$ cat config.mk
export PLATFORM = sky130hd
export DESIGN_NAME = pio_ports
export DESIGN_NICKNAME = d
export VERILOG_FILES = /design/src/common/pio_pkg.sv /design/src/rtl/pio_slot_gen.sv /design/src/rtl/pio_ports.sv
export SDC_FILE = /design/constraint.sdc
export NUM_CORES = 1
export LEC_CHECK = 0
export ABC_AREA = 1
export BUFFER_PORTS_ARGS = -buffer_cell sky130_fd_sc_hd__buf_2
export CELL_PAD_IN_SITES_DETAIL_PLACEMENT = 1
export CELL_PAD_IN_SITES_GLOBAL_PLACEMENT = 2
export CORE_ASPECT_RATIO = 1.4
export CORE_MARGIN = 3
export CORE_UTILIZATION = 25
export CTS_CLUSTER_SIZE = 25
export DETAILED_ROUTE_END_ITERATION = 12
export PLACE_DENSITY_LB_ADDON = 0.15
export SLEW_MARGIN = 10
export SYNTH_ARGS = -nofsm -noshare
export SYNTH_HDL_FRONTEND = slang
export SYNTH_HIERARCHICAL = 1
export SYNTH_SLANG_ARGS = --single-unit
$ cat constraint.sdc
create_clock -name clk -period 2.4 [get_ports clk]
set_input_delay 0.24 -clock clk [delete_from_list [all_inputs] [get_ports clk]]
set_output_delay 0.24 -clock clk [all_outputs]
set_load 0.02 [all_outputs]
$ cat src/common/pio_pkg.sv
package pio_pkg;

	// ****************************************
	// Port geometry
	// ****************************************
	localparam int PORT_W = 8;
	localparam int NPORTS = 4;
	localparam logic [7:0] LATCH_RST = 8'hff;
	localparam logic [7:0] BUS_FILL = 8'hff;

	// ****************************************
	// Machine cycle timing
	// ****************************************
	localparam int STATES_PER_CYCLE = 6;
	localparam int PHASES_PER_STATE = 2;
	localparam int SLOTS_PER_CYCLE = STATES_PER_CYCLE * PHASES_PER_STATE;
	localparam logic [3:0] SLOT_LAST = 4'hb;
	localparam logic [3:0] SLOT_PIN_UPDATE = 4'h0;
	localparam logic [3:0] SLOT_SAMPLE_P1 = 4'h8;
	localparam logic [3:0] SLOT_SAMPLE_P2 = 4'h9;
	localparam logic [3:0] SLOT_LATCH_UPDATE = 4'hb;
	localparam logic [1:0] FORCE_HIGH_CYCLES = 2'h2;

	// ****************************************
	// Alternate function bit positions
	// ****************************************
	localparam int P1_T2_CNT = 0;
	localparam int P1_T2_TRIG = 1;
	localparam int P3_RXD = 0;
	localparam int P3_TXD = 1;
	localparam int P3_INT0 = 2;
	localparam int P3_EXT_INTERRUPT_ONE_INPUT = 3;
	localparam int P3_T0 = 4;
	localparam int P3_T1 = 5;
	localparam int P3_WR = 6;
	localparam int P3_RD = 7;

	// ****************************************
	// Access types
	// ****************************************
	typedef enum logic [1:0] {
		PIO_OP_BYTE = 2'h0,
		PIO_OP_BIT = 2'h1
	} pio_op_t;

	typedef struct packed {
		logic       wr;
		logic       rd;
		logic       rmw;
		logic [1:0] port;
		pio_op_t    op;
		logic [2:0] bit_idx;
		logic       bit_val;
		logic [7:0] wdata;
	} pio_req_t;

	typedef struct packed {
		logic        active;
		logic        wide_addr;
		logic        drive_data;
		logic [15:0] addr;
		logic [7:0]  wdata;
	} pio_bus_t;

endpackage

$ cat src/rtl/pio_slot_gen.sv
`timescale 1ns/100ps
`default_nettype none
module pio_slot_gen
	import pio_pkg::*;
(
	// Clock and reset
	input  wire logic       clk,
	input  wire logic       rst_b,
	// Phase slot within a machine cycle
	output logic      [3:0] slot,
	output logic            phase1
);

	logic [3:0] slot_reg;

	always_ff @(posedge clk or negedge rst_b) begin
		if (!rst_b) begin
			slot_reg <= 4'h0;
		end else if (slot_reg == SLOT_LAST) begin
			slot_reg <= 4'h0;
		end else begin
			slot_reg <= slot_reg + 4'h1;
		end
	end

	assign slot = slot_reg;
	assign phase1 = ~slot_reg[0];

endmodule
`default_nettype wire

$ cat src/rtl/pio_ports.sv
`timescale 1ns/100ps
`default_nettype none
// Function
// (RULE1) Bus mode disconnects latches from port 0/2 drivers
// (RULE2) Bus ports unusable as general I/O
// (RULE3) Bus select from fetch pin or PC
// (RULE4) Bus keeps port 2, fills port 0 ones
// (RULE5) Port 0 drives highs on bus
// (RULE6) Wide address: port 2 strong high whole cycle
// (RULE7) Alternate function gated by latch one
// (RULE8) Reset sets all latches to one
// (RULE9) Port 1 bits 0/1 carry third timer
// (RULE10) Port 3 bits 0-5 carry serial/interrupt/timers
// (RULE11) Port 3 bits 6/7 carry write/read strobes
// (RULE12) Latch updates in final state 6 phase 2
// (RULE13) Pins follow latch at next state 1 phase 1
// (RULE14) Pin reads sample in state 5
// (RULE15) Edge reported when cycle samples differ
// (RULE16) External levels held one machine cycle
// (RULE17) Read-modify-write reads the latch
// (RULE18) Other reads return pin samples
// (RULE19) Logic, jump, inc/dec, bit ops are latch-class
// (RULE20) Bit writes rewrite whole latch byte
// (RULE21) Port 0 multiplexes low address and data
// (RULE22) Narrow address: port 2 shows register
// (RULE23) Zero-to-one gives two cycles forced high
// (RULE24) Per-access select chooses latch or pin
module pio_ports
	import pio_pkg::*;
(
	// Clock and reset
	input  wire logic                  clk,
	input  wire logic                  rst_b,
	// CPU access
	input  wire pio_req_t              req,
	output logic                [7:0]  rdata,
	output logic                       slot_latch,
	output logic                       slot_sample,
	// Bus control
	input  wire logic                  external_fetch_select_pin,
	input  wire logic                  pc_external,
	input  wire logic                  xdata_access,
	input  wire logic                  wide_addr,
	input  wire logic                  drive_data,
	input  wire logic           [15:0] bus_addr,
	input  wire logic           [7:0]  bus_wdata,
	output logic                       bus_active,
	output logic                [7:0]  bus_rdata,
	// Alternate outputs from peripherals
	input  wire logic                  alt_txd,
	input  wire logic                  alt_rxd_out,
	input  wire logic                  alt_wr_strobe_b,
	input  wire logic                  alt_rd_strobe_b,
	// Alternate inputs to peripherals
	output logic                       third_timer_count_input,
	output logic                       third_timer_trigger_input,
	output logic                       alt_rxd,
	output logic                       ext_interrupt_zero_input,
	output logic                       ext_interrupt_one_input,
	output logic                       timer_zero_count_input,
	output logic                       timer_one_count_input,
	output logic                [31:0] edge_seen,
	// Pins
	input  wire logic           [31:0] pin_in,
	output logic                [31:0] pin_out,
	output logic                [31:0] pin_oe,
	output logic                [31:0] forced_high_drive_state
);

	// ****************************************
	// Slot timing
	// ****************************************
	logic [3:0] slot;
	logic       phase1;

	pio_slot_gen u_slot (
		.clk    (clk),
		.rst_b  (rst_b),
		.slot   (slot),
		.phase1 (phase1)
	);

	// Slot strobes go through one decode, except pin sampling and the edge compare, which test slot directly
	function automatic logic at_slot(input logic [3:0] s,
		input logic [3:0] want);
		return s == want;
	endfunction

	assign slot_latch = at_slot(slot, SLOT_LATCH_UPDATE); // [RULE12]
	assign slot_sample = at_slot(slot, SLOT_SAMPLE_P2); // [RULE14]

	function automatic logic [7:0] set_bit(input logic [7:0] v,
		input logic [2:0] i, input logic b);
		logic [7:0] r;
		r = v;
		r[i] = b;
		return r;
	endfunction

	// ****************************************
	// Bus select
	// ****************************************
	// External fetch pin forces all fetches outside
	assign bus_active = external_fetch_select_pin | pc_external |
		xdata_access; // [RULE3]

	// ****************************************
	// Latches
	// ****************************************
	logic [7:0] latch_reg [NPORTS];
	logic [7:0] sample_reg [NPORTS];
	logic [7:0] rmw_src;

	// Read-modify-write source is always the latch
	assign rmw_src = latch_reg[req.port]; // [RULE17] [RULE19]

	genvar gp;
	generate
		for (gp = 0; gp < NPORTS; gp++) begin : g_latch
			always_ff @(posedge clk or negedge rst_b) begin
				if (!rst_b) begin
					latch_reg[gp] <= LATCH_RST; // [RULE8]
				end else if (gp == 0 && bus_active) begin
					latch_reg[gp] <= BUS_FILL; // [RULE4]
				end else if (gp == 2 && bus_active) begin
					latch_reg[gp] <= latch_reg[gp]; // [RULE4]
				end else if (slot_latch && req.wr &&
					req.port == gp) begin // [RULE12]
					if (req.op == PIO_OP_BIT) begin
						latch_reg[gp] <= set_bit(rmw_src,
							req.bit_idx, req.bit_val); // [RULE20]
					end else begin
						latch_reg[gp] <= req.wdata;
					end
				end
			end
		end
	endgenerate

	// ****************************************
	// Output buffers, sampled in phase 1
	// ****************************************
	logic [7:0] obuf_reg [NPORTS];
	logic [7:0] obuf_prev [NPORTS];

	generate
		for (gp = 0; gp < NPORTS; gp++) begin : g_obuf
			// Buffers look at the latch in phase 1 only
			always_ff @(posedge clk or negedge rst_b) begin
				if (!rst_b) begin
					obuf_reg[gp] <= LATCH_RST;
					obuf_prev[gp] <= LATCH_RST;
				end else if (phase1 &&
					at_slot(slot, SLOT_PIN_UPDATE)) begin // [RULE13]
					obuf_reg[gp] <= latch_reg[gp];
					obuf_prev[gp] <= obuf_reg[gp];
				end
			end
		end
	endgenerate

	// ****************************************
	// Forced high drive after 0 to 1
	// ****************************************
	logic [1:0] fh_cnt [32];

	genvar gb;
	generate
		for (gb = 0; gb < 32; gb++) begin : g_fh
			logic rise;

			// Port 0 has no pullup, so it never boosts
			assign rise = (gb >= 8) && obuf_reg[gb/8][gb%8] &&
				!obuf_prev[gb/8][gb%8];

			// Ticks once per machine cycle from the boost start
			always_ff @(posedge clk or negedge rst_b) begin
				if (!rst_b) begin
					fh_cnt[gb] <= 2'h0;
				end else if (at_slot(slot, SLOT_PIN_UPDATE + 4'h1) &&
					rise) begin
					fh_cnt[gb] <= FORCE_HIGH_CYCLES; // [RULE23]
				end else if (fh_cnt[gb] != 2'h0 &&
					at_slot(slot, SLOT_PIN_UPDATE + 4'h1)) begin
					fh_cnt[gb] <= fh_cnt[gb] - 2'h1;
				end
			end
		end
	endgenerate

	// ****************************************
	// Alternate outputs into port 3 data
	// ****************************************
	logic [7:0] p3_alt;
	logic [7:0] p1_eff;
	logic [7:0] p3_eff;

	always_comb begin
		p3_alt = 8'hff;
		p3_alt[P3_RXD] = alt_rxd_out; // [RULE10]
		p3_alt[P3_TXD] = alt_txd; // [RULE10]
		p3_alt[P3_WR] = alt_wr_strobe_b; // [RULE11]
		p3_alt[P3_RD] = alt_rd_strobe_b; // [RULE11]
	end

	// A zero latch pulls the pin low whatever the peripheral wants
	assign p1_eff = obuf_reg[1];
	assign p3_eff = obuf_reg[3] & p3_alt; // [RULE7]

	// ****************************************
	// Pin drive
	// ****************************************
	logic [7:0] p0_bus;
	logic [7:0] p2_bus;
	logic [7:0] p0_drv;
	logic [7:0] p2_drv;

	// Address phase, then data when writing
	assign p0_bus = drive_data ? bus_wdata : bus_addr[7:0]; // [RULE21]
	assign p2_bus = wide_addr ? bus_addr[15:8] : obuf_reg[2]; // [RULE22]
	assign p0_drv = bus_active ? p0_bus : obuf_reg[0]; // [RULE1] [RULE2]
	assign p2_drv = bus_active ? p2_bus : obuf_reg[2]; // [RULE1] [RULE2]

	always_comb begin
		pin_out = {p3_eff, p2_drv, p1_eff, p0_drv};
		// Port 0 is open drain unless acting as a bus
		if (bus_active && (drive_data || !xdata_access)) begin
			pin_oe[7:0] = 8'hff; // [RULE5]
		end else if (bus_active) begin
			pin_oe[7:0] = 8'h00;
		end else begin
			pin_oe[7:0] = ~obuf_reg[0];
		end
		pin_oe[15:8] = ~p1_eff;
		pin_oe[23:16] = ~p2_drv;
		pin_oe[31:24] = ~p3_eff;
		if (bus_active && wide_addr) begin
			pin_oe[23:16] = 8'hff; // [RULE6]
		end
	end

	// ****************************************
	// Strong high drive
	// ****************************************
	always_comb begin
		forced_high_drive_state = 32'h0;
		for (int i = 8; i < 32; i++) begin
			forced_high_drive_state[i] = (fh_cnt[i] != 2'h0); // [RULE23]
		end
		// Whole bus cycle, not just after a rising latch bit
		if (bus_active && wide_addr) begin
			forced_high_drive_state[23:16] = p2_drv; // [RULE6]
		end
	end

	// ****************************************
	// Pin sampling in state 5
	// ****************************************
	generate
		for (gp = 0; gp < NPORTS; gp++) begin : g_samp
			always_ff @(posedge clk or negedge rst_b) begin
				if (!rst_b) begin
					sample_reg[gp] <= LATCH_RST;
				end else if ((gp == 3 && slot == SLOT_SAMPLE_P1) ||
					(gp != 3 && slot == SLOT_SAMPLE_P2)) begin
					sample_reg[gp] <= pin_in[gp*8 +: 8]; // [RULE14]
				end
			end
		end
	endgenerate

	logic [31:0] prev_reg;
	logic [31:0] cur_all;

	assign cur_all = {sample_reg[3], sample_reg[2], sample_reg[1],
		sample_reg[0]};

	// Relies on inputs held a full machine cycle
	always_ff @(posedge clk or negedge rst_b) begin
		if (!rst_b) begin
			prev_reg <= 32'hffffffff;
			edge_seen <= 32'h0;
		end else if (slot == SLOT_LAST) begin
			prev_reg <= cur_all;
			edge_seen <= prev_reg ^ cur_all; // [RULE15] [RULE16]
		end else begin
			edge_seen <= 32'h0;
		end
	end

	// ****************************************
	// Alternate inputs, gated by latch
	// ****************************************
	always_ff @(posedge clk or negedge rst_b) begin
		if (!rst_b) begin
			third_timer_count_input <= 1'b1;
			third_timer_trigger_input <= 1'b1;
			alt_rxd <= 1'b1;
			ext_interrupt_zero_input <= 1'b1;
			ext_interrupt_one_input <= 1'b1;
			timer_zero_count_input <= 1'b1;
			timer_one_count_input <= 1'b1;
		end else begin
			third_timer_count_input <= sample_reg[1][P1_T2_CNT] &
				latch_reg[1][P1_T2_CNT]; // [RULE9] [RULE7]
			third_timer_trigger_input <= sample_reg[1][P1_T2_TRIG] &
				latch_reg[1][P1_T2_TRIG]; // [RULE9]
			alt_rxd <= sample_reg[3][P3_RXD] &
				latch_reg[3][P3_RXD]; // [RULE10]
			ext_interrupt_zero_input <= sample_reg[3][P3_INT0] &
				latch_reg[3][P3_INT0]; // [RULE10]
			ext_interrupt_one_input <= sample_reg[3][P3_EXT_INTERRUPT_ONE_INPUT] &
				latch_reg[3][P3_EXT_INTERRUPT_ONE_INPUT]; // [RULE10]
			timer_zero_count_input <= sample_reg[3][P3_T0] &
				latch_reg[3][P3_T0]; // [RULE10]
			timer_one_count_input <= sample_reg[3][P3_T1] &
				latch_reg[3][P3_T1]; // [RULE10]
		end
	end

	// ****************************************
	// Read path
	// ****************************************
	always_ff @(posedge clk or negedge rst_b) begin
		if (!rst_b) begin
			rdata <= 8'h00;
		end else if (req.rd) begin
			rdata <= req.rmw ? rmw_src :
				sample_reg[req.port]; // [RULE24] [RULE18]
		end
	end

	// ****************************************
	// Bus data in
	// ****************************************
	// Taken late in the cycle, once port 0 has turned to data
	always_ff @(posedge clk or negedge rst_b) begin
		if (!rst_b) begin
			bus_rdata <= 8'h00;
		end else if (at_slot(slot, SLOT_SAMPLE_P2) && bus_active) begin
			bus_rdata <= pin_in[7:0]; // [RULE21]
		end
	end

endmodule
`default_nettype wire

# Word level (Yosys, flattened, before mapping)
# Index checks and enable logic that the tools add are counted.
# word_totals
ff_bits	259
input_bits	86
out_inout_bits	154
wordCells	336
# classes
n_addsub	25
order_cmp	3
n_eq_ne	8
mux	71
bitwise	18
reduce_logical	160
# op_table
op	n
two-way mux 8 bit	16
nonzero test 2 bit	49
two-way mux 2 bit	48
logical AND 1 bit	82
subtractor 2 x 1 -> 2 bit, second input constant	24
binary-select mux 8 bit (select 2 bit)	2
two-way mux 32 bit	1
NOT 8 bit	4
XOR 32 bit	1
zero test 1 bit	25
equality test 4 bit, second input constant	3
bitwise AND 8 bit	1
bitwise mux 8 bit	1
bitwise AND 1 bit	7
adder 4 x 1 -> 4 bit, second input constant	1
equality test 2 x 1 -> 1 bit, second input constant	2
equality test 2 bit, second input constant	2
equality test 4 x 1 -> 1 bit, second input constant	1
zero test 4 bit	1
< comparator 3 x 4 -> 1 bit, second input constant	1
two-way mux 4 bit	1
demux 1 bit (select 3 bit)	1
greater-or-equal comparator 3 x 1 -> 1 bit, second input constant	1
greater-or-equal comparator 3 bit, second input constant	1
7 further kinds	9

# Longest topological paths before layout
# Gate-level depths: netlist (run 1).
# depth
depth_word	8
ltp_mapped	10

# Hierarchy
# Netlist (run 1), hierarchy kept.
# by_module_without_submodules
mod	instances	cells_each	area_each_um2
pio_ports	1	1415	12106.6
pio_slot_gen	1	21	181.4

# Worst setup path after synthesis (run 1)
# No wires, ideal clock.
# synth_timing
path_type	input to output
from	in pc_external
to	out pin_oe[0]
t_arrival_ns	1.392
t_required_ns	2.160
setup_slack_ns	0.768
cell_stages	5
n_path_buf	2
cell_sequence	nor2_1 > nand2_1 > buf_2 > clkbuf_1 > o21ai_0
# synth_via
elab_chain_cells	4
elab_cells_between_ends	5
# synth_lines
item	line	rtl
start: declaration	pio_ports.sv:41	input wire logic pc_external,
OR 1 bit (*) (2 in a row)	pio_ports.sv:104	assign bus_active = external_fetch_select_pin | pc_external |
net bus_active	pio_ports.sv:47	output logic bus_active,
two-way mux 8 bit / logical AND 1 bit (equally long branches)	pio_ports.sv:229, pio_ports.sv:227	
two-way mux 8 bit (*)	pio_ports.sv:227	if (bus_active && (drive_data || !xdata_access)) begin
end: declaration	pio_ports.sv:66	output logic [31:0] pin_oe,
# Mark *: on every way through the listed nets, which the timed path passes. The rest lies on a longest branch.

# Worst setup path in the final report (run 1)
# layout_timing
from	in xdata_access
to	out forced_high_drive_state[19]
# layout_via
elab_chain_cells	3
elab_cells_between_ends	4
# layout_lines
item	line	rtl
start: declaration	pio_ports.sv:42	input wire logic xdata_access,
OR 1 bit (*)	pio_ports.sv:104	
two-way mux 8 bit / logical AND 1 bit (equally long branches)	pio_ports.sv:222, pio_ports.sv:251	
two-way mux 8 bit (*)	pio_ports.sv:251	if (bus_active && wide_addr) begin
end: declaration	pio_ports.sv:67	output logic [31:0] forced_high_drive_state
# Every way passes the cells marked *; elsewhere a longest branch is shown, timed or not.

==> flow_summary.html, run 1 <==
<table>
<tr><th>Metric</th><th>Value</th></tr>
<tr><th colspan="2">Power and ir drop</th></tr>
<tr><td>Leakage power total</td><td>7.577 nW</td></tr>
<tr><td>Power density over the cells</td><td>735.3 nW/um2</td></tr>
<tr><td>Maximum resistive drop on vdd</td><td>0.0005081 V</td></tr>
<tr><th colspan="2">Final layout</th></tr>
<tr><td>Commonest non-fill, non-tap cell in the layout</td><td>nand2_1</td></tr>
<tr><td>Sequential cell area</td><td>6680 um2</td></tr>
<tr><td>Number of flip-flops under the largest register name</td><td>48</td></tr>
<tr><td>Core Util, Final</td><td>0.3192</td></tr>
<tr><td>Number of nets in the final layout</td><td>1802</td></tr>
<tr><td>Top reg by flops</td><td>fh_cnt</td></tr>
<tr><td>Most frequent cells in the layout</td><td>411 x nand2_1, 230 x buf_2, 166 x nor2_1</td></tr>
<tr><td>Fraction of layout cells with a size suffix above 1</td><td>0.2888</td></tr>
<tr><td>Area of the multi-input gates</td><td>4641 um2</td></tr>
<tr><td>Filler Cells Inserted</td><td>5793</td></tr>
<tr><td>Synthesis-to-finish area growth</td><td>25.37%</td></tr>
<tr><td>Diodes inserted</td><td>0</td></tr>
<tr><td>Final Cell Area</td><td>15410 um2</td></tr>
<tr><th colspan="2">Placement</th></tr>
<tr><td>Half-perimeter wire length of the detailed placement result</td><td>29970 um</td></tr>
<tr><td>Port Buffers</td><td>231</td></tr>
<tr><td>Worst setup timing slack at the placement stage</td><td>0.2325 ns</td></tr>
<tr><td>Final weighted congestion in routability-driven placement</td><td>0.7647</td></tr>
<tr><td>Instance area at placement</td><td>14110 um2</td></tr>
<tr><th colspan="2">Worst setup path</th></tr>
<tr><td>Data arrival time at the worst-slack endpoint</td><td>1.87 ns</td></tr>
<tr><td>Crit path required time</td><td>2.16 ns</td></tr>
<tr><td>Kind of launch point of the worst setup path</td><td>input port</td></tr>
<tr><td>Critical Path Fanout Max</td><td>16</td></tr>
<tr><td>Critical Setup Path Class</td><td>input port to primary output</td></tr>
<tr><td>Critical path capture point type</td><td>primary output</td></tr>
<tr><th colspan="2">Die</th></tr>
<tr><td>Vert. Die Dim</td><td>268.3 um</td></tr>
<tr><td>Top-level port count</td><td>240</td></tr>
<tr><td>Area of the core region</td><td>48260 um2</td></tr>
<tr><td>Initial cell density of the core</td><td>0.2546</td></tr>
<tr><td>Die area</td><td>51890 um2</td></tr>
<tr><td>Horizontal extent of the die</td><td>193.4 um</td></tr>
<tr><td>Rows</td><td>95</td></tr>
<tr><th colspan="2">Drt</th></tr>
<tr><td>Routed via count divided by cell count</td><td>4.291</td></tr>
<tr><td>Total wire length after detailed routing</td><td>39940 um</td></tr>
<tr><td>Number of DRC violations after detailed-routing iteration 0</td><td>331</td></tr>
<tr><td>WL/cell</td><td>17.04 um</td></tr>
<tr><td>Number of vias in the routed layout</td><td>10060</td></tr>
<tr><td>ANT nets after route</td><td>0</td></tr>
<tr><td>Remaining design rule violation count</td><td>0</td></tr>
<tr><td>Number of detailed-routing iterations run before antenna repair</td><td>4</td></tr>
<tr><th colspan="2">Logic synthesis</th></tr>
<tr><td>Synthesized area divided by synthesized cell count</td><td>8.557 um2</td></tr>
<tr><td>Sequential cell area fraction in the yosys report</td><td>0.5436</td></tr>
<tr><td>Library cell occupying the most area in the post-synthesis netlist</td><td>dfstp_2</td></tr>
<tr><td>Synth Warn #</td><td>6</td></tr>
<tr><td>Number of synthesized register bits</td><td>259</td></tr>
<tr><td>Post-synthesis instance area</td><td>12290 um2</td></tr>
<tr><td>Post-synth cell types</td><td>32</td></tr>
<tr><td>Synthesized netlist cell count</td><td>1436</td></tr>
<tr><td>Top cell type's share of synthesized area</td><td>0.3400</td></tr>
<tr><td>Cell types with the largest area share after synthesis</td><td>dfstp_2 34%, dfrtp_1 20%, nand2_1 13%, nor2_1 5.1%, inv_1 4.6%</td></tr>
<tr><th colspan="2">Timing</th></tr>
<tr><td>Relative slew margins</td><td>0.5786</td></tr>
<tr><td>Final number of setup-violating endpoints</td><td>0</td></tr>
<tr><td>Final worst-path setup slack</td><td>0.2873 ns</td></tr>
<tr><td>Final worst path period need</td><td>2.113 ns</td></tr>
<tr><td>Final Hold Vio Count</td><td>0</td></tr>
<tr><td>Fin crit share</td><td>0.8803</td></tr>
<tr><td>Final number of max-transition violations</td><td>0</td></tr>
<tr><td>Actual slew at the worst max-slew pin</td><td>0.6305 ns</td></tr>
<tr><td>Timing-limited maximum frequency</td><td>473.3 MHz</td></tr>
<tr><td>Setup repair after global routing missed its margin</td><td>no</td></tr>
<tr><td>Setup_tns</td><td>0 ns</td></tr>
<tr><td>Worst clock skew on the final layout</td><td>0.01793 ns</td></tr>
<tr><th colspan="2">GRT</th></tr>
<tr><td>Antenna violations before repair</td><td>1</td></tr>
<tr><td>Vias in the first global route</td><td>10710</td></tr>
<tr><td>Pin count of the biggest net entering global routing</td><td>64</td></tr>
<tr><td>Remaining global-route overflow</td><td>0</td></tr>
<tr><td>Global-route usage over all layers</td><td>0.1508</td></tr>
<tr><td>Wire length of the first global-routing pass</td><td>62270 um</td></tr>
<tr><th colspan="2">Clock network</th></tr>
<tr><td>Root buffer selected by CTS</td><td>clkbuf_16</td></tr>
<tr><td>Maximum number of buffers from clock root to sink</td><td>3</td></tr>
<tr><td>Clock-pin slew of the registers on the worst-case setup and hold paths</td><td>0.06 ns</td></tr>
<tr><td>Buffer count from post-CTS setup fixing</td><td>0</td></tr>
<tr><td>CTS tree</td><td>yes</td></tr>
<tr><td>H-tree depth</td><td>1</td></tr>
<tr><td>Clock insertion delay at the later pin of the skew report</td><td>0.57 ns</td></tr>
<tr><td>CTS sink count</td><td>259</td></tr>
<tr><td>Total CTS buffers</td><td>30</td></tr>
<tr><th colspan="2">Job</th></tr>
<tr><td>Max-cap check violation count</td><td>0</td></tr>
<tr><th colspan="2">Status</th></tr>
<tr><td>Run status</td><td>finished, final reports clean</td></tr>
<tr><th colspan="2">Hold path</th></tr>
<tr><td>Worst hold-check path type</td><td>input port to register</td></tr>
</table>
kinds of logic after synthesis:
| group | synth area share |
|---|---|
| mux | 0.007332 |
| xor+xnor | 0.03635 |
| compound gates | 0.09296 |
| simple gates | 0.2125 |
| buf+inv | 0.08146 |
| other cells | 0.0003052 |
| fa+ha+maj | 0.02546 |
| flops | 0.5436 |
synthesized netlist by cell type:
cell type / n
nand3b_1: 2
nor2_2: 2
nor3_2: 1
mux2_2: 8
o21ai_0: 86
nand2_1: 411
buf_6: 1
nor2_1: 166
nand3_2: 3
o211ai_1: 5
conb_1: 1
ha_1: 25
dfstp_2: 159
o21ai_1: 21
inv_1: 150
nand3_1: 48
a21oi_1: 70
buf_2: 29
nor2_4: 4
nand2_2: 6
clkbuf_1: 19
inv_2: 10
or2_4: 2
buf_4: 22
xnor2_1: 32
o31ai_1: 7
o311ai_0: 8
dfrtp_1: 100
o311ai_1: 11
nand4_1: 6
xor2_1: 19
clkinv_1: 2
per-layer routing:
metal  up-vias  part of all wire  track usage
met5         -           0.00050            0
met2       166              0.53       0.2876
met4         2             0.016      0.03208
met3        42             0.036      0.02420
met1      4853              0.42       0.1786
li1       4996                 -            -
final cells by class:
class	count	area share
clock buffers	46	0.05856
clock inverters	9	0.003411
inverters	162	0.03947
multi-input cells	951	0.3012
flip-flops and latches	259	0.4336
well taps	630	0.05117
repair buffers	287	0.1126
repair_timing:
| action | CTS | global route |
|---|---|---|
| resized for setup | 0 | 0 |
| hold buffers | 34 | 0 |
| endpoints found under the hold margin | 98 | 0 |
final timing paths:
| path | startpoint | to | slack, ns | depth (start not counted) |
|---|---|---|---|---|
| worst max-delay path | xdata_access | forced_high_drive_state[19] | 0.29 | 8 |
| worst min-delay path | req[16] | rdata[1] | 0.09 | 4 |
| worst max register to register | u_slot/slot[1] | p1_eff[7] | 0.58 | 5 |
| worst min register to register | cur_all[24] | alt_rxd | 0.46 | 2 |
| max in group asynchronous | rst_b | prev_reg[31] | 1.40 | 3 |
| min in group asynchronous | rst_b | fh_cnt[21] | 0.20 | 2 |
report_power, final:
group | total, mW | internal [mW] | switching, mW
clock | 4.45 | 2.57 | 1.88
sequential | 4.98 | 4.79 | 0.189
combinational | 1.90 | 0.716 | 1.19
worst max-delay path: stages:
cell,delay (ns)
buf_2,0.09
nor2_1,0.04
nand2_1,0.35
nand2_2,0.26
inv_1,0.41
nand2_1,0.17
o21ai_0,0.11
buf_2,0.19
stage by stage:
step	std cells	total power, mW	hold WS, ns
2_1_floorplan	1443	6.239	-0.05559
3_3_place_gp	2255	6.897	0.2147
3_5_place_dp	2255	6.962	0.2081
4_1_cts	2344	11.60	0.05670
5_1_grt	2344	12.02	0.1037
6_report	2344	11.33	0.09175
Note: power is estimated with default switching activity, not from simulation.
==> run 2, diff against run 1 <==
ABC_AREA = 0   (was 1)
CTS_CLUSTER_DIAMETER = 80   (was unset)
==> run 2 against run 1 <==
Setup slack got worse by 0.11 ns. Fmax decreased by 5.2%. Non-clock buffer count decreased by 2. Sequential power about the same. Critical endpoint is now slot_latch. Largest cell class unchanged. Highest routed layer unchanged.
==> flow_summary.html, run 2 <==
<table>
<tr><th>Metric</th><th>Value</th></tr>
<tr><th colspan="2">Status</th></tr>
<tr><td>Run status</td><td>finished, final reports clean</td></tr>
<tr><th colspan="2">Worst setup path</th></tr>
<tr><td>Critical path capture point type</td><td>primary output</td></tr>
<tr><td>Master of the slowest instance on the critical path</td><td>dfrtp_1</td></tr>
<tr><td>Length in cells of the worst reg-to-reg path</td><td>5 (unchanged)</td></tr>
<tr><td>Worst setup slack for register-to-register paths</td><td>0.39 ns (-0.19 ns)</td></tr>
<tr><td>Crit path max-delay family</td><td>buffers and inverters</td></tr>
<tr><td>Count of buffering cells on the critical path with inverters included</td><td>3 (unchanged)</td></tr>
<tr><td>Crit path required time</td><td>2.16 ns (about the same)</td></tr>
<tr><td>Launch point of the critical path</td><td>u_slot/slot[2]</td></tr>
<tr><td>Critical Path Fanout Max</td><td>33 (+17)</td></tr>
<tr><td>Kind of launch point of the worst setup path</td><td>register</td></tr>
<tr><td>Data arrival time at the worst-slack endpoint</td><td>1.99 ns (+0.12 ns)</td></tr>
<tr><td>Reg2Reg Launch Point</td><td>u_slot/slot[1]</td></tr>
<tr><td>FF-to-FF End</td><td>fh_cnt[26]</td></tr>
<tr><td>Critical path, cell by cell</td><td>nand4b_1 &gt; inv_2 &gt; buf_12 &gt; buf_2</td></tr>
<tr><td>Worst stage delay on the critical path</td><td>0.53 ns (+0.12 ns)</td></tr>
<tr><td>Critical Setup Path Class</td><td>register to primary output</td></tr>
<tr><th colspan="2">Power and ir drop</th></tr>
<tr><td>Clock Power Share</td><td>0.344 (-0.049)</td></tr>
<tr><td>Internal Dissipation</td><td>7.078 mW (-12%)</td></tr>
<tr><td>Switching share of power</td><td>0.2867 (-0.0003052)</td></tr>
<tr><td>Switching component of the power</td><td>2.845 mW (-12%)</td></tr>
<tr><td>Leakage power total</td><td>6.956 nW (-8.2%)</td></tr>
<tr><td>Power density over the cells</td><td>660.0 nW/um2 (-10%)</td></tr>
<tr><td>Sequential Power Share</td><td>0.498 (+0.059)</td></tr>
<tr><td>Gate power share</td><td>0.158 (-0.010)</td></tr>
<tr><td>Maximum resistive drop on vdd</td><td>0.0004231 V (-17%)</td></tr>
<tr><th colspan="2">Die</th></tr>
<tr><td>Top-level port count</td><td>240 (unchanged)</td></tr>
<tr><td>Initial cell density of the core</td><td>0.2533 (-0.001321)</td></tr>
<tr><td>Vert. Die Dim</td><td>267.3 um (-0.37%)</td></tr>
<tr><td>Area of the core region</td><td>48140 um2 (-0.25%)</td></tr>
<tr><td>Die area</td><td>51500 um2 (-0.74%)</td></tr>
<tr><td>Horizontal extent of the die</td><td>192.7 um (-0.37%)</td></tr>
<tr><td>Rows</td><td>95 (unchanged)</td></tr>
<tr><th colspan="2">Drt</th></tr>
<tr><td>Number of detailed-routing iterations run before antenna repair</td><td>4 (unchanged)</td></tr>
<tr><td>Remaining design rule violation count</td><td>0 (unchanged)</td></tr>
<tr><td>ANT nets after route</td><td>0 (unchanged)</td></tr>
<tr><td>WL/cell</td><td>18.96 um (+11%)</td></tr>
<tr><td>Number of vias in the routed layout</td><td>8630 (-14%)</td></tr>
<tr><td>Routed via count divided by cell count</td><td>4.390 (+2.3%)</td></tr>
<tr><td>Number of DRC violations after detailed-routing iteration 0</td><td>296 (-11%)</td></tr>
<tr><td>Total wire length after detailed routing</td><td>37290 um (-6.6%)</td></tr>
<tr><th colspan="2">Clock network</th></tr>
<tr><td>Clock-pin slew of the registers on the worst-case setup and hold paths</td><td>0.10 ns (+0.04 ns)</td></tr>
<tr><td>H-tree depth</td><td>1 (unchanged)</td></tr>
<tr><td>Buffer count from post-CTS setup fixing</td><td>0 (unchanged)</td></tr>
<tr><td>Total CTS buffers</td><td>18 (-40%)</td></tr>
<tr><td>CTS sink count</td><td>259 (unchanged)</td></tr>
<tr><td>Maximum number of buffers from clock root to sink</td><td>3 (unchanged)</td></tr>
<tr><td>CTS tree</td><td>yes</td></tr>
<tr><td>Root buffer selected by CTS</td><td>clkbuf_16</td></tr>
<tr><td>Clock insertion delay at the later pin of the skew report</td><td>0.53 ns (-0.04 ns)</td></tr>
<tr><th colspan="2">Final layout</th></tr>
<tr><td>Core Util, Final</td><td>0.3123 (-0.006931)</td></tr>
<tr><td>Number of flip-flops under the largest register name</td><td>48 (unchanged)</td></tr>
<tr><td>Most frequent cells in the layout</td><td>230 x buf_2, 159 x dfstp_2, 156 x nand2_1</td></tr>
<tr><td>Synthesis-to-finish area growth</td><td>23.29%</td></tr>
<tr><td>Number of nets in the final layout</td><td>1434 (-20%)</td></tr>
<tr><td>Commonest non-fill, non-tap cell in the layout</td><td>buf_2</td></tr>
<tr><td>Filler Cells Inserted</td><td>5460 (-5.7%)</td></tr>
<tr><td>Top reg by flops</td><td>fh_cnt</td></tr>
<tr><td>Fin cells</td><td>1966 (-16%)</td></tr>
<tr><td>Fraction of layout cells with a size suffix above 1</td><td>0.4442 (+0.1554)</td></tr>
<tr><th colspan="2">Timing</th></tr>
<tr><td>Timing-limited maximum frequency</td><td>448.9 MHz (-5.2%)</td></tr>
<tr><td>Final worst-path setup slack</td><td>0.1724 ns (-0.1149 ns)</td></tr>
<tr><td>Final number of max-transition violations</td><td>0 (unchanged)</td></tr>
<tr><td>Final Hold Vio Count</td><td>0 (unchanged)</td></tr>
<tr><td>Relative slew margins</td><td>0.5050 (-0.07365)</td></tr>
<tr><td>Setup repair after global routing missed its margin</td><td>no</td></tr>
<tr><td>Setup_tns</td><td>0 ns (unchanged)</td></tr>
<tr><td>Final number of setup-violating endpoints</td><td>0 (unchanged)</td></tr>
<tr><td>Worst clock skew on the final layout</td><td>0.02903 ns (+0.01110 ns)</td></tr>
<tr><td>Fin crit share</td><td>0.9282 (+0.04786)</td></tr>
<tr><td>Actual slew at the worst max-slew pin</td><td>0.7425 ns (+0.1120 ns)</td></tr>
<tr><td>Final worst path period need</td><td>2.228 ns (+0.1149 ns)</td></tr>
<tr><th colspan="2">GRT</th></tr>
<tr><td>Global-route usage over all layers</td><td>0.1444 (-0.006419)</td></tr>
<tr><td>Wire length of the first global-routing pass</td><td>56550 um (-9.2%)</td></tr>
<tr><td>Vias in the first global route</td><td>9083 (-15%)</td></tr>
<tr><td>Antenna violations before repair</td><td>3 (+2)</td></tr>
<tr><td>Pin count of the biggest net entering global routing</td><td>69 (+7.8%)</td></tr>
<tr><td>Remaining global-route overflow</td><td>0 (unchanged)</td></tr>
<tr><th colspan="2">Placement</th></tr>
<tr><td>DP Cell Count</td><td>1900 (-16%)</td></tr>
<tr><td>Worst setup timing slack at the placement stage</td><td>0.3749 ns (+0.1425 ns)</td></tr>
<tr><td>Port Buffers</td><td>231 (unchanged)</td></tr>
<tr><td>Half-perimeter wire length of the detailed placement result</td><td>27250 um (-9.1%)</td></tr>
<tr><td>Final weighted congestion in routability-driven placement</td><td>0.7239 (-5.3%)</td></tr>
<tr><th colspan="2">Hold path</th></tr>
<tr><td>Hold Path End</td><td>rdata[7]</td></tr>
<tr><td>Hold Crit Start</td><td>req[17]</td></tr>
<tr><td>WHS Path Cells</td><td>3 (-1)</td></tr>
<tr><td>Worst hold-check path type</td><td>input port to register</td></tr>
<tr><th colspan="2">Logic synthesis</th></tr>
<tr><td>Dominant register cell in the synthesized netlist</td><td>dfstp_2</td></tr>
<tr><td>Most used standard cell by instance count after synthesis</td><td>dfstp_2</td></tr>
<tr><td>Synthesized area divided by synthesized cell count</td><td>11.34 um2 (+33%)</td></tr>
<tr><td>Cell types with the largest area share after synthesis</td><td>dfstp_2 34%, dfrtp_1 21%, mux2_2 10%, nand2_1 4.8%, mux4_2 3.0%</td></tr>
<tr><td>Number of enable-type register cells in the synthesized netlist</td><td>0 (unchanged)</td></tr>
<tr><td>Library cell occupying the most area in the post-synthesis netlist</td><td>dfstp_2</td></tr>
<tr><td>Post-synthesis instance area</td><td>12190 um2 (-0.76%)</td></tr>
<tr><td>Top cell type's share of synthesized area</td><td>0.3426 (+0.002616)</td></tr>
<tr><td>Sequential cell area fraction in the yosys report</td><td>0.5478 (+0.004183)</td></tr>
<tr><td>Top cell types by occurrence after synthesis</td><td>159 x dfstp_2, 157 x nand2_1, 108 x mux2_2</td></tr>
<tr><td>Number of synthesized register bits</td><td>259 (unchanged)</td></tr>
<tr><td>Share of synthesized flip-flops with an asynchronous set or reset</td><td>1.000 (unchanged)</td></tr>
<tr><td>Synth Warn #</td><td>6 (unchanged)</td></tr>
<tr><td>Synthesized netlist cell count</td><td>1075 (-25%)</td></tr>
<tr><td>Post-synth cell types</td><td>48 (+50%)</td></tr>
<tr><th colspan="2">Job</th></tr>
<tr><td>Max-cap check violation count</td><td>0 (unchanged)</td></tr>
</table>
==> run 2: repair_timing <==
action,4_1_cts,5_1_grt
hold endpoints to repair,66,0
endpoints found under the setup margin,1,1
resized for setup,1,1
hold buffers,33,0
==> run 2: final cells by class <==
type	count	area (um2)	area share
inverters	89	334.1	0.02222
clock buffers	22	508.0	0.03379
repair buffers	285	1745	0.1161
multi-input cells	670	4860	0.3232
diodes	1	2.502	0.0001664
well taps	630	788.3	0.05243
flip-flops and latches	259	6680	0.4443
clock inverters	10	116.4	0.007740
==> run 2: tightest hold or removal path, stage by stage <==
cell     delay, ns
buf_2         0.21
nor2_1        0.12
a21oi_1       0.04
==> run 2: power by group through the flow <==
stage | Clock (mW) | Sequential (mW) | Combinational, mW
5_1_grt | 3.75 | 4.99 | 1.76
2_1_floorplan | 0 | 4.97 | 0.986
6_report | 3.41 | 4.95 | 1.56
4_1_cts | 3.61 | 4.96 | 1.61
3_5_place_dp | 0 | 5.04 | 1.56
3_3_place_gp | 0 | 5.03 | 1.53
==> run 2: routing by layer <==
metal / vias to the layer above / GRT usage / part of all wire
li1: 4068 / - / -
met1: 4377 / 0.1771 / 0.42
met2: 152 / 0.2624 / 0.52
met3: 31 / 0.02436 / 0.043
met4: 2 / 0.03428 / 0.020
met5: - / 0 / 0.00046
==> run 2: how the worst max path moves through the flow <==
| stage | to | slack (ns) | cells past startpoint |
|---|---|---|---|
| final | slot_latch | 0.17 | 4 |
| after global routing | slot_latch | 0.01 | 4 |
| after CTS | slot_latch | 0.03 | 4 |
| after detailed placement | rdata[3] | 0.37 | 5 |
| after global placement | rdata[6] | 0.36 | 5 |
| after floorplan | forced_high_drive_state[18] | 0.50 | 5 |
==> run 2: through the flow <==
| step | total power, mW | hold slack, ns | instance area, um2 |
|---|---|---|---|
| 2_1_floorplan | 5.959 | -0.05559 | 12220 |
| 3_3_place_gp | 6.561 | 0.2369 | 14070 |
| 3_5_place_dp | 6.600 | 0.2377 | 14070 |
| 4_1_cts | 10.19 | 0.08530 | 15030 |
| 5_1_grt | 10.50 | 0.1136 | 15030 |
| 6_report | 9.923 | 0.1199 | 15030 |
==> run 2: kinds of logic after synthesis <==
| logic type | count (synthesis) | synth area share |
|---|---|---|
| mux | 153 | 0.1531 |
| fa+ha+maj | 25 | 0.02565 |
| simple gates | 313 | 0.1204 |
| other cells | 1 | 0.0003075 |
| compound gates | 139 | 0.07141 |
| buf+inv | 153 | 0.05838 |
| xor+xnor | 32 | 0.02298 |
| flops | 259 | 0.5478 |
==> run 3, diff against run 2 <==
CTS_BUF_LIST = sky130_fd_sc_hd__clkbuf_4   (was unset)
==> run 3 against run 2 <==
Design area is 0.42% lower. Clock skew is 0.053 ns higher. Combinational power hardly changed. Clock power is 33% lower. Die area stayed put. Sequential share of layout area is 0.21 points higher. Sequential power hardly changed. Critical path type unchanged. Largest cell class unchanged.
==> flow_summary.html, run 3 (synthesis gave the netlist of run 2 again) <==
<table>
<tr><th>Metric</th><th>Value</th></tr>
<tr><th colspan="2">Worst setup path</th></tr>
<tr><td>Reg2Reg Launch Point</td><td>u_slot/slot[1]</td></tr>
<tr><td>Data arrival time at the worst-slack endpoint</td><td>2.01 ns (+0.02 ns)</td></tr>
<tr><td>Kind of launch point of the worst setup path</td><td>register</td></tr>
<tr><td>Crit path required time</td><td>2.16 ns (about the same)</td></tr>
<tr><td>Critical Setup Path Class</td><td>register to primary output</td></tr>
<tr><td>Critical path capture point type</td><td>primary output</td></tr>
<tr><td>Critical Path Fanout Max</td><td>13 (-61%)</td></tr>
<tr><td>Launch point of the critical path</td><td>u_slot/slot[1]</td></tr>
<tr><th colspan="2">Die</th></tr>
<tr><td>Initial cell density of the core</td><td>0.2533 (unchanged)</td></tr>
<tr><td>Rows</td><td>95 (unchanged)</td></tr>
<tr><td>Area of the core region</td><td>48140 um2 (unchanged)</td></tr>
<tr><td>Horizontal extent of the die</td><td>192.7 um (unchanged)</td></tr>
<tr><td>Die area</td><td>51500 um2 (unchanged)</td></tr>
<tr><td>Top-level port count</td><td>240 (unchanged)</td></tr>
<tr><td>Vert. Die Dim</td><td>267.3 um (unchanged)</td></tr>
<tr><th colspan="2">Timing</th></tr>
<tr><td>Actual slew at the worst max-slew pin</td><td>0.8013 ns (+0.05876 ns)</td></tr>
<tr><td>Final number of setup-violating endpoints</td><td>0 (unchanged)</td></tr>
<tr><td>Final worst hold slack</td><td>0.07193 ns (-0.04797 ns)</td></tr>
<tr><td>Setup repair after global routing missed its margin</td><td>no</td></tr>
<tr><td>Timing-limited maximum frequency</td><td>444.1 MHz (-1.1%)</td></tr>
<tr><td>Final worst path period need</td><td>2.252 ns (+0.02416 ns)</td></tr>
<tr><td>Final number of max-transition violations</td><td>0 (unchanged)</td></tr>
<tr><td>Fin crit share</td><td>0.9382 (+0.01007)</td></tr>
<tr><td>Setup_tns</td><td>0 ns (unchanged)</td></tr>
<tr><td>Final Hold Vio Count</td><td>0 (unchanged)</td></tr>
<tr><td>Relative slew margins</td><td>0.4640 (-0.04093)</td></tr>
<tr><td>Worst clock skew on the final layout</td><td>0.08247 ns (+0.05344 ns)</td></tr>
<tr><th colspan="2">Final layout</th></tr>
<tr><td>Number of nets in the final layout</td><td>1455 (+1.5%)</td></tr>
<tr><td>Fraction of layout cells with a size suffix above 1</td><td>0.4469 (+0.002708)</td></tr>
<tr><td>Number of flip-flops under the largest register name</td><td>48 (unchanged)</td></tr>
<tr><td>Synthesis-to-finish area growth</td><td>22.78%</td></tr>
<tr><td>Most frequent cells in the layout</td><td>230 x buf_2, 159 x dfstp_2, 156 x nand2_1</td></tr>
<tr><td>Top reg by flops</td><td>fh_cnt</td></tr>
<tr><td>Commonest non-fill, non-tap cell in the layout</td><td>buf_2</td></tr>
<tr><th colspan="2">GRT</th></tr>
<tr><td>Remaining global-route overflow</td><td>0 (unchanged)</td></tr>
<tr><td>Vias in the first global route</td><td>9191 (+1.2%)</td></tr>
<tr><td>Pin count of the biggest net entering global routing</td><td>69 (unchanged)</td></tr>
<tr><td>Global-route usage over all layers</td><td>0.1473 (+0.002922)</td></tr>
<tr><td>Antenna violations before repair</td><td>4 (+1)</td></tr>
<tr><td>Wire length of the first global-routing pass</td><td>57500 um (+1.7%)</td></tr>
<tr><th colspan="2">Clock network</th></tr>
<tr><td>Root buffer selected by CTS</td><td>clkbuf_4</td></tr>
<tr><td>Total CTS buffers</td><td>18 (unchanged)</td></tr>
<tr><td>H-tree depth</td><td>1 (unchanged)</td></tr>
<tr><td>CTS tree</td><td>yes</td></tr>
<tr><td>CTS sink count</td><td>259 (unchanged)</td></tr>
<tr><td>Maximum number of buffers from clock root to sink</td><td>3 (unchanged)</td></tr>
<tr><td>Clock-pin slew of the registers on the worst-case setup and hold paths</td><td>0.24 ns (+0.14 ns)</td></tr>
<tr><td>Clock insertion delay at the later pin of the skew report</td><td>0.75 ns (+0.22 ns)</td></tr>
<tr><th colspan="2">Drt</th></tr>
<tr><td>Total wire length after detailed routing</td><td>38060 um (+2.1%)</td></tr>
<tr><td>Number of detailed-routing iterations run before antenna repair</td><td>4 (unchanged)</td></tr>
<tr><td>Number of vias in the routed layout</td><td>8756 (+1.5%)</td></tr>
<tr><td>ANT nets after route</td><td>0 (unchanged)</td></tr>
<tr><td>Remaining design rule violation count</td><td>0 (unchanged)</td></tr>
<tr><td>Number of DRC violations after detailed-routing iteration 0</td><td>279 (-5.7%)</td></tr>
<tr><td>Routed via count divided by cell count</td><td>4.404 (+0.34%)</td></tr>
<tr><td>WL/cell</td><td>19.14 um (+0.94%)</td></tr>
<tr><th colspan="2">Power and ir drop</th></tr>
<tr><td>Leakage power total</td><td>6.932 nW (-0.34%)</td></tr>
<tr><td>Power density over the cells</td><td>590.6 nW/um2 (-11%)</td></tr>
<tr><td>Post-layout power</td><td>8.843 mW (-11%)</td></tr>
<tr><td>Maximum resistive drop on vdd</td><td>0.0003370 V (-20%)</td></tr>
<tr><th colspan="2">Hold path</th></tr>
<tr><td>Worst hold-check path type</td><td>input port to register</td></tr>
<tr><td>Hold Crit Start</td><td>req[8]</td></tr>
<tr><th colspan="2">Placement</th></tr>
<tr><td>Port Buffers</td><td>231 (unchanged)</td></tr>
<tr><td>Final weighted congestion in routability-driven placement</td><td>0.7239 (unchanged)</td></tr>
<tr><td>Half-perimeter wire length of the detailed placement result</td><td>27250 um (unchanged)</td></tr>
<tr><th colspan="2">Job</th></tr>
<tr><td>Max-cap check violation count</td><td>0 (unchanged)</td></tr>
<tr><th colspan="2">Status</th></tr>
<tr><td>Run status</td><td>finished, final reports clean</td></tr>
</table>
-- run 3: changes by cell type in the layout (fill, tap and decap cells not counted), moves of 2 or more --
cell / delta
dlygate4sd3_1: +13
dfrtp_1: -3
clkbuf_4: +21
clkbuf_16: -20
clkbuf_1: -2
buf_4: +6
dfrtp_2: +3
bufbuf_16: +2
-- run 3: final timing paths --
kind                                  to  slack, ns  cells after the start
max in group asynchronous   edge_seen[8]       0.29                      4
setup / recovery             slot_sample       0.15                      3
setup reg to reg              fh_cnt[43]       0.29                      6
hold / removal             latch_reg[31]       0.07                      4
min in group asynchronous  edge_seen[12]       0.58                      3
hold reg to reg             prev_reg[15]       0.43                      2
-- run 3: power by group --
group          switching (mW)  internal (mW)
registers               0.209           4.75
logic                   0.916          0.673
clock network            1.60          0.699
-- run 3: cell type report --
class                           count  area, um2
Tap cell                          630      788.3
Sequential cell                   259       6684
Clock buffer                       21      157.7
Multi-Input combinational cell    670       4860
Clock inverter                     11      146.4
Inverter                           89      336.6
Antenna cell                        2      5.005
Fill cell                        5489      33170
Timing Repair Buffer              306       1994
-- run 3: critical path, cell delays in order, from the launching register on --
cell	delay [ns]
dfrtp_2	0.51
nor4bb_4	0.41
buf_12	0.20
buf_2	0.18
-- run 3: metrics by stage --
step,instances,setup slack (ns),util,area (um2)
after CTS,1983,0.04971,0.3104,14940
after global placement,1900,0.3584,0.2923,14070
after floorplan,1082,0.4984,-,12220
final,1988,0.1482,0.3110,14970
after detailed placement,1900,0.3749,0.2923,14070
after global routing,1988,0.005792,0.3110,14970
-- run 3: per-layer routing --
layer	track usage	vias to the layer above	part of all wire
met5	0	-	0.00034
met1	0.1828	4452	0.42
met4	0.03369	2	0.019
met3	0.02213	35	0.041
met2	0.2678	155	0.52
li1	-	4112	-
-- run 3: timing repair --
item	4_1_cts	5_1_grt
hold buffers	46	0
resized for setup	8	0
pin swaps	1	1
gates cloned	2	0
endpoints found under the setup margin	2	1
hold endpoints to repair	204	0
setup buffers	3	3
